## src/verilog/lqsb_defines.svh

```systemverilog
// constants for the limit and questionable status bank
// assumes inclusion by bare name from package and design
`ifndef LQSB_DEFINES_SVH
`define LQSB_DEFINES_SVH
`define LQSB_REG_W 16
`define LQSB_NWIN 8
`define LQSB_NSENS 4
`define LQSB_ERR_W 16
`define LQSB_ERR_CORRUPT 16'hFF1A
`define LQSB_ERR_QUEST 16'hFF19
`define LQSB_GRP_LOW 2'h0
`define LQSB_GRP_UPP 2'h1
`define LQSB_GRP_PWR 2'h2
`define LQSB_GRP_WIN 2'h3
`define LQSB_PART_COND 3'h0
`define LQSB_PART_EVENT 3'h1
`define LQSB_PART_PTR 3'h2
`define LQSB_PART_NTR 3'h3
`define LQSB_PART_ENAB 3'h4
`define LQSB_WIN_LSB 1
`define LQSB_PZERO_LSB 5
`define LQSB_USED_MASK 16'h01FE
`define LQSB_PTR_RST 16'h7FFF
`define LQSB_NTR_RST 16'h0000
`define LQSB_ENAB_RST 16'h0000
`define LQSB_OPER_LOW_BIT 11
`define LQSB_OPER_UPP_BIT 12
`endif

```

## src/verilog/lqsb_pkg.sv

```systemverilog
// types for the limit and questionable status bank
// assumes lqsb_defines.svh on the include path
`include "lqsb_defines.svh"
package lqsb_pkg;
  typedef logic [`LQSB_REG_W-1:0] lqsb_word_t;
  typedef struct packed {
    logic valid;
    logic write;
    logic [1:0] group;
    logic [2:0] part;
    lqsb_word_t data;
  } lqsb_req_t;
  typedef struct packed {
    logic valid;
    lqsb_word_t data;
  } lqsb_rsp_t;
endpackage

```

## src/verilog/lqsb_bank.sv

```systemverilog
// four status groups: lower limit, upper limit, power and window questionable
// assumes synchronous inputs, one query port, one clock with clock enable
//
// What this block does
// lower condition bit: value below lower limit
// lower event latches filtered drop below limit
// lower check enable sets rising-edge filters
// lower group uses bits 1..8 only
// upper condition bit: value above upper limit
// upper event latches filtered limit exceedances
// upper check enable sets rising-edge filters
// upper group uses bits 1..8 only
// bit 15 always reads zero
// power bits 1..4 flag corrupt sensor data
// power bits 5..8 flag zeroing needed
// corrupt bit set on error -230/-231
// power condition shows current questionable state
// window bits 1..8 flag corrupt results
// window bit set on error -231
// lower summary drives operation bit 11
// upper summary drives operation bit 12
// negative filter records one-to-zero changes
// each query returns one bit pattern
// event read clears, condition read keeps
// event set per positive/negative filter bit
`include "lqsb_defines.svh"
module lqsb_bank
  import lqsb_pkg::*;
#(
  parameter int NWIN = `LQSB_NWIN,
  parameter int NSENS = `LQSB_NSENS
) (
  input wire logic clock,
  input wire logic rstn,
  input wire logic clk_en,
  input wire logic [NWIN-1:0] win_below_low,
  input wire logic [NWIN-1:0] win_above_upp,
  input wire logic lower_limit_check_enable,
  input wire logic upper_limit_check_enable,
  input wire logic [NSENS-1:0] sens_err_valid,
  input wire logic [NSENS*`LQSB_ERR_W-1:0] sens_err_code,
  input wire logic [NSENS-1:0] sens_err_clear,
  input wire logic [NSENS-1:0] sens_zero_stale,
  input wire logic [NWIN-1:0] win_err_valid,
  input wire logic [NWIN*`LQSB_ERR_W-1:0] win_err_code,
  input wire logic [NWIN-1:0] win_err_clear,
  input wire lqsb_req_t req,
  output lqsb_rsp_t rsp,
  output logic oper_low_sum,
  output logic oper_upp_sum
);

  // condition words, built from the live inputs and the registered corrupt flags; unused bits and bit 15 zero
  lqsb_word_t cond_nxt [4];
  logic [NSENS-1:0] sens_corrupt_r;
  logic [NWIN-1:0] win_corrupt_r;
  logic [NSENS-1:0] sens_hit;
  logic [NWIN-1:0] win_hit;

  function automatic lqsb_word_t place_win(input logic [NWIN-1:0] v);
    lqsb_word_t w;
    w = '0;
    w[`LQSB_WIN_LSB +: NWIN] = v;
    return w & `LQSB_USED_MASK;
  endfunction

  // error code decode per sensor and per window
  always_comb begin
    for (int i = 0; i < NSENS; i++) begin
      sens_hit[i] = sens_err_valid[i] &&
        (sens_err_code[i*`LQSB_ERR_W +: `LQSB_ERR_W] == `LQSB_ERR_CORRUPT ||
         sens_err_code[i*`LQSB_ERR_W +: `LQSB_ERR_W] == `LQSB_ERR_QUEST);
    end
    for (int j = 0; j < NWIN; j++) begin
      win_hit[j] = win_err_valid[j] &&
        win_err_code[j*`LQSB_ERR_W +: `LQSB_ERR_W] == `LQSB_ERR_QUEST;
    end
  end

  // corrupt flags persist until the error source clears; set wins
  always_ff @(posedge clock or negedge rstn) begin
    if (!rstn) begin
      sens_corrupt_r <= '0;
      win_corrupt_r <= '0;
    end else if (clk_en) begin
      sens_corrupt_r <= sens_hit | (sens_corrupt_r & ~sens_err_clear);
      win_corrupt_r <= win_hit | (win_corrupt_r & ~win_err_clear);
    end
  end

  // condition words for each group
  always_comb begin
    cond_nxt[`LQSB_GRP_LOW] = place_win(win_below_low); // see R01 see R04
    cond_nxt[`LQSB_GRP_UPP] = place_win(win_above_upp); // see R05
    cond_nxt[`LQSB_GRP_PWR] = '0;
    cond_nxt[`LQSB_GRP_PWR][`LQSB_WIN_LSB +: NSENS] = sens_corrupt_r; // see R10
    cond_nxt[`LQSB_GRP_PWR][`LQSB_PZERO_LSB +: NSENS] = sens_zero_stale;
    cond_nxt[`LQSB_GRP_WIN] = place_win(win_corrupt_r);
  end

  lqsb_word_t cond_r [4];
  lqsb_word_t event_r [4];
  lqsb_word_t ptr_r [4];
  lqsb_word_t ntr_r [4];
  lqsb_word_t enab_r [4];
  lqsb_word_t rise [4];
  lqsb_word_t fall [4];
  lqsb_word_t hit [4];
  lqsb_word_t clr [4];
  lqsb_word_t rd_mux;

  wire q_rd = req.valid && !req.write;
  wire q_wr = req.valid && req.write;
  wire [1:0] g = req.group;

  // transition detect and read-clear per group
  always_comb begin
    for (int k = 0; k < 4; k++) begin
      rise[k] = cond_nxt[k] & ~cond_r[k];
      fall[k] = ~cond_nxt[k] & cond_r[k];
      hit[k] = ((rise[k] & ptr_r[k]) | (fall[k] & ntr_r[k])) & `LQSB_USED_MASK; // see R21
      clr[k] = (q_rd && g == k[1:0] && req.part == `LQSB_PART_EVENT) ? '1 : '0;
    end
  end

  // read selection of one register part
  always_comb begin
    unique case (req.part)
      `LQSB_PART_COND: rd_mux = cond_r[g];
      `LQSB_PART_EVENT: rd_mux = event_r[g];
      `LQSB_PART_PTR: rd_mux = ptr_r[g];
      `LQSB_PART_NTR: rd_mux = ntr_r[g];
      `LQSB_PART_ENAB: rd_mux = enab_r[g];
      default: rd_mux = '0;
    endcase
  end

  // register state; new events win over a read clear
  always_ff @(posedge clock or negedge rstn) begin
    if (!rstn) begin
      for (int k = 0; k < 4; k++) begin
        cond_r[k] <= '0;
        event_r[k] <= '0;
        ptr_r[k] <= `LQSB_PTR_RST & `LQSB_USED_MASK;
        ntr_r[k] <= `LQSB_NTR_RST;
        enab_r[k] <= `LQSB_ENAB_RST;
      end
    end else if (clk_en) begin
      for (int k = 0; k < 4; k++) begin
        cond_r[k] <= cond_nxt[k];
        event_r[k] <= hit[k] | (event_r[k] & ~clr[k]); // see R02 see R06
        if (q_wr && g == k[1:0]) begin
          if (req.part == `LQSB_PART_PTR) ptr_r[k] <= req.data & `LQSB_USED_MASK;
          if (req.part == `LQSB_PART_NTR) ntr_r[k] <= req.data & `LQSB_USED_MASK;
          if (req.part == `LQSB_PART_ENAB) enab_r[k] <= req.data & `LQSB_USED_MASK;
        end
      end
      if (lower_limit_check_enable) begin
        ptr_r[`LQSB_GRP_LOW] <= `LQSB_USED_MASK;
        ntr_r[`LQSB_GRP_LOW] <= '0;
      end
      if (upper_limit_check_enable) begin
        ptr_r[`LQSB_GRP_UPP] <= `LQSB_USED_MASK;
        ntr_r[`LQSB_GRP_UPP] <= '0;
      end
    end
  end

  // query answer and summary outputs, all registered
  always_ff @(posedge clock or negedge rstn) begin
    if (!rstn) begin
      rsp <= '0;
      oper_low_sum <= 1'b0;
      oper_upp_sum <= 1'b0;
    end else if (clk_en) begin
      rsp.valid <= q_rd;
      rsp.data <= q_rd ? rd_mux : '0;
      oper_low_sum <= |(event_r[`LQSB_GRP_LOW] & enab_r[`LQSB_GRP_LOW]);
      oper_upp_sum <= |(event_r[`LQSB_GRP_UPP] & enab_r[`LQSB_GRP_UPP]);
    end
  end
endmodule

```

## config.mk

```make
export PLATFORM = sky130hd
export DESIGN_NAME = lqsb_bank
export DESIGN_NICKNAME = d
export VERILOG_FILES = /design/src/verilog/lqsb_pkg.sv /design/src/verilog/lqsb_bank.sv
export VERILOG_INCLUDE_DIRS = /design/src /design/src/verilog
export SDC_FILE = /design/constraint.sdc
export NUM_CORES = 1
export LEC_CHECK = 0
export ABC_AREA = 1
export BUFFER_PORTS_ARGS = -buffer_cell sky130_fd_sc_hd__buf_2
export CORE_MARGIN = 2
export CORE_UTILIZATION = 50
export DETAILED_ROUTE_END_ITERATION = 8
export PLACE_DENSITY = 0.88
export RECOVER_POWER = 100
export SYNTH_ARGS = -nofsm -noshare
export SYNTH_HDL_FRONTEND = slang
export SYNTH_SLANG_ARGS = --single-unit
```

## constraint.sdc

```tcl
create_clock -name clock -period 1.2 [get_ports clock]
set_input_delay 0.12 -clock clock [delete_from_list [all_inputs] [get_ports clock]]
set_output_delay 0.12 -clock clock [all_outputs]
set_load 0.05 [all_outputs]
```

# Yosys cells after proc, flatten, opt, wreduce, memory -nomap -nowiden
# Cells that the tools add are included.
# totals
ff_bits	255
input_bits	264
output_inout_bits	19
wordCells	183
# op_classes
magnitude_cmp	1
eq_ne	23
muxes	31
bitwise_logic	49
reduce_logical	53
# ops
op	count
2-to-1 mux 16 bit	25
== test 16 bit (second input constant)	16
binary-select mux 16 bit (select 2 bit)	5
AND 9 bit	16
case mux 16 bit (5 select lines)	1
NOT 9 bit	8
AND 16 bit	4
NOT 16 bit	4
OR 9 x 16 -> 16 bit	4
OR 9 bit	4
AND reduction 3 bit	12
AND 16 x 9 -> 16 bit	2
OR reduction 16 bit	2
logical AND 1 bit	26
nonzero test 2 bit	6
AND 8 bit	1
NOT 8 bit	1
OR 8 bit	1
== test 3 x 2 -> 1 bit (second input constant)	2
AND 4 bit	1
== test 2 bit (second input constant)	2
logical OR 1 bit	4
NOT 4 bit	1
OR 4 bit	1
8 further kinds	8

# Logic depth before layout (Yosys ltp)
# depth
word_depth	8
depth_mapped	12
ltp_nobuf	9

# Least setup slack after synthesis
# No wires, ideal clock.
# synth_timing
path_type	input-to-reg
from	in req[17] (netlist bit)
to	reg enab_r[6] (netlist bit)
setup_ns	0.073
arrival_time_ns	1.235
required_time_ns	1.127
path_slack_ns	-0.108
stages	8
n_path_buf	1
cell_sequence	inv_1 > nand2_1 > nor2_4 > nand2_4 > nor3_4 > buf_6 > nor2_1 > a21oi_2
# synth_via
elab_chain_len	2
# synth_rtl
item	line	source
start, declared	lqsb_bank.sv:47	input wire lqsb_req_t req,
== test 3 bit (no line)	--	
AND reduction 3 bit (no line)	--	
end signal, assigned by index	lqsb_bank.sv:146	enab_r[k] <= `LQSB_ENAB_RST;
end signal, assigned by index	lqsb_bank.sv:155	if (req.part == `LQSB_PART_ENAB) enab_r[k] <= req.data & `LQSB_USED_MASK;
end, declared	lqsb_bank.sv:105	lqsb_word_t enab_r [4];
# Every way passes these cells.
# A chain may end at the register's enable or synchronous reset.

# Final worst setup path
# layout_timing
from	reg rsp[4] (netlist bit)
to	out rsp[4] (netlist bit)
# layout_lines
item	line	source
start, declared	lqsb_bank.sv:48	output lqsb_rsp_t rsp,
# No word-level cell between the ends.

==> out/metrics.csv <==
stage;metric;value;unit
run_status;status;finished with violations;
run_status;violations;negative setup slack;
placed_design;placed_area;14000;sq um
yosys;synth_top_area_share;41.8;%
detailed_routing;viasPerCell;5.52;
critical_path;crit_family;flip-flops;
yosys;synth_edf_count;0;
detailed_routing;wl_met1;15.7;mm
critical_path;worstSetupPathType;reg -> out;
floorplanning;num_rows;55;
yosys;netlist_instances;1503;
critical_path;crit_fanout;2;
detailed_routing;drt_iter0_drc;1387;
detailed_routing;wl_per_cell;18.3;um
timing;finClkSkew;0.0140;ns
detailed_routing;maxUsedRoutingLayer;met4;
timing;setup-tns-final;-0.391;ns
global_route;grt.total_usage;33.0;%
floorplanning;io_pins;283;
placed_design;post-place-cells;2097;
critical_path;cp-end-kind;output port;
final_layout;register_area;5630;sq um
power_and_ir_drop;leakage;8.34;nW
cts;cts.path.max_buffers;3;
timing;period_share;107;%
yosys;postSynthAreaPerCell;7.61;sq um
global_route;first_global_vias;12063;
detailed_routing;wl_met3;3.13;mm
placed_design;dp_hpwl;28.8;mm
yosys;yosys.cell_count.top_type;nand2_1;
timing;timing.final.ws_setup;-0.0799;ns
final_layout;num-fill-cells;1706;
timing;finalSetupViolations;11;
yosys;yosys.area.top_type;dfrtp_1;
final_layout;diodes;0;
timing;tightest_slew;0.740;ns
final_layout;fin_nets;2234;
yosys;synth_flop_cell;dfrtp_1;
cts;cts_sinks;223;
yosys;synth.distinct_cells;38;
global_route;overflow;0;
floorplanning;dieHeight;155;um
yosys;postSynthNetCount;1767;
global_route;antenna_found_initial;0;
timing;fmax;0.781;GHz
power_and_ir_drop;p_per_area;1230;nW/um^2
critical_path;required;1.08;ns
yosys;synth_warnings;0;
floorplanning;start_util;50.7;%
floorplanning;die-area;24100;sq um
cts;cts_buffers;24;
placed_design;place_ws;-0.243;ns
cts;clk_pin_slew;0.06;ns
min_path;hold_class;in -> reg;
placed_design;port_buffers;274;
final_layout;final_area;15900;sq um
yosys;synthTopCellsByArea;dfrtp_1, nand2_1, dfstp_2, o21ai_0, inv_1;
critical_path;slowest_stage;dfrtp_1;
floorplanning;die_w;155;um
yosys;ys_ff_latch;223;
cts;cts_tree;yes;
final_layout;area_growth;38.7;%
critical_path;crit_chain;buf_6;
cts;clk_latency;0.52;ns
detailed_routing;remaining_drc_errors;0;
critical_path;worstPathArrival;1.16;ns
yosys;synth_area;11400;sq um
timing;period_minus_slack;1.28;ns
timing;rsz0062_at_grt;true;
final_layout;utilization;70.3;%
placed_design;gp_congestion;0.965;
critical_path;critPathLaunchType;flip-flop;
flow_run;max_cap_violations;0;
detailed_routing;wl_met2;20.6;mm
timing;max_slew_margin;50.6;%
critical_path;path_buf_inv;1;
timing;finalHoldViolations;0;
final_layout;multi_input_area;5070;sq um
final_layout;final_cells;2273;
global_route;grt_pass1_wl;62.1;mm
detailed_routing;routed_wl;41.7;mm
yosys;seq_area_frac_synth;49.2;%
global_route;grt_max_degree;48;
detailed_routing;drt_first_pass_iters;6;
cts;clockRootBuffer;clkbuf_16;
yosys;yosys-top-cells-count;nand2_1, dfrtp_1, o21ai_0;
cts;htreeDepth;1;
detailed_routing;antenna_left;0;
yosys;async_flop_share;100;%
critical_path;cpPeakStageDelay;0.44;ns
final_layout;drive_gt1_share;28.2;%
power_and_ir_drop;peakVddDrop;0.000850;V
detailed_routing;num_vias;12545;
timing;drv_slew;0;
floorplanning;core-area;22600;sq um
metrics by stage:
stage               hold slack (ns)  total power, mW
global route                0.00927             20.2
detailed placement           0.0657             11.5
floorplan                    -0.176             9.93
CTS                         0.00156             19.3
global placement             0.0743             11.4
finish                       0.0139             19.5
where the power goes:
part / switching [mW] / leakage [nW] / internal [mW]
sequential: 0.400 / 2.72 / 8.14
clock: 3.04 / 0.400 / 4.62
combinational: 1.87 / 5.22 / 1.45
total: 5.31 / 8.34 / 14.2
final cells by class:
| class | instances | area share [%] |
|---|---|---|
| Clock buffer | 38 | 4.63 |
| Timing Repair Buffer | 503 | 21.9 |
| Sequential cell | 223 | 35.5 |
| Tap cell | 285 | 2.25 |
| Clock inverter | 6 | 0.521 |
| Inverter | 135 | 3.27 |
| Multi-Input combinational cell | 1083 | 32.0 |
path summary, 6_finish.rpt:
check,to,start,slack [ns],depth (start not counted)
hold / removal,sens_corrupt_r[0],sens_err_code[2],0.01,3
setup / recovery,rsp[4],rsp[4],-0.08,1
min in group asynchronous,event_r[43],rstn,0.24,2
max in group asynchronous,ptr_r[17],rstn,0.11,3
setup reg to reg,rsp[7],ptr_r[39],0.01,8
hold reg to reg,event_r[27],event_r[27],0.47,2
placed cells by master (no fill, tap or decap), types with 8 or more instances in the layout:
| cell type | Yosys | final |
|---|---|---|
| clkbuf_16 | 0 | 25 |
| o21a_1 | 16 | 16 |
| nand4_1 | 53 | 53 |
| a31o_2 | 10 | 10 |
| a21oi_1 | 47 | 51 |
| clkbuf_4 | 0 | 11 |
| buf_6 | 3 | 21 |
| nand2_2 | 3 | 34 |
| dfstp_2 | 32 | 32 |
| nand3_1 | 62 | 53 |
| nand3_2 | 0 | 9 |
| buf_12 | 0 | 8 |
| o21ai_1 | 9 | 45 |
| a22o_1 | 10 | 10 |
| nand2_1 | 618 | 587 |
| buf_4 | 3 | 101 |
| inv_1 | 125 | 124 |
| o21ai_0 | 152 | 109 |
| buf_2 | 28 | 252 |
| nor3_1 | 15 | 15 |
| o21bai_1 | 8 | 8 |
| dfrtp_1 | 191 | 187 |
| dlygate4sd3_1 | 0 | 82 |
| clkbuf_1 | 20 | 19 |
| nor2_1 | 39 | 44 |
| clkbuf_2 | 0 | 13 |
cells by family (layout without fill, tap and decap cells):
kind of cell              after synthesis  count (layout)  share of synthesized area, %
and+or+nand+nor                       811             811                          29.9
DFF                                   223             223                          49.2
AOI/OAI and AO/OA                     268             268                          13.6
xor gates and xnor gates                4               4                         0.306
buffers and inverters                 197             682                          7.07
state kept, by name, indices dropped and copies added, names as in the netlist:
name / flops
cond_r: 32
enab_r: 32
win_corrupt_r: 8
ptr_r: 32
event_r: 64
ntr_r: 32
oper_upp_sum: 1
rsp: 17
oper_low_sum: 1
sens_corrupt_r: 4
repair_timing:
action / CTS / global route
setup buffers: 6 / 46
cloned: 0 / 0
endpoints found under the setup margin: 25 / 30
pin swaps: 1 / 29
endpoints found under the hold margin: 281 / 0
hold buffers: 84 / 0
gates resized for setup: 44 / 63
routing by layer:
metal	track usage, %	vias up
li1	-	5801
met2	55.0	677
met4	17.7	0
met1	41.6	5927
met3	5.13	140
met5	0	-
No activity file was read; power rests on OpenSTA's default activity.
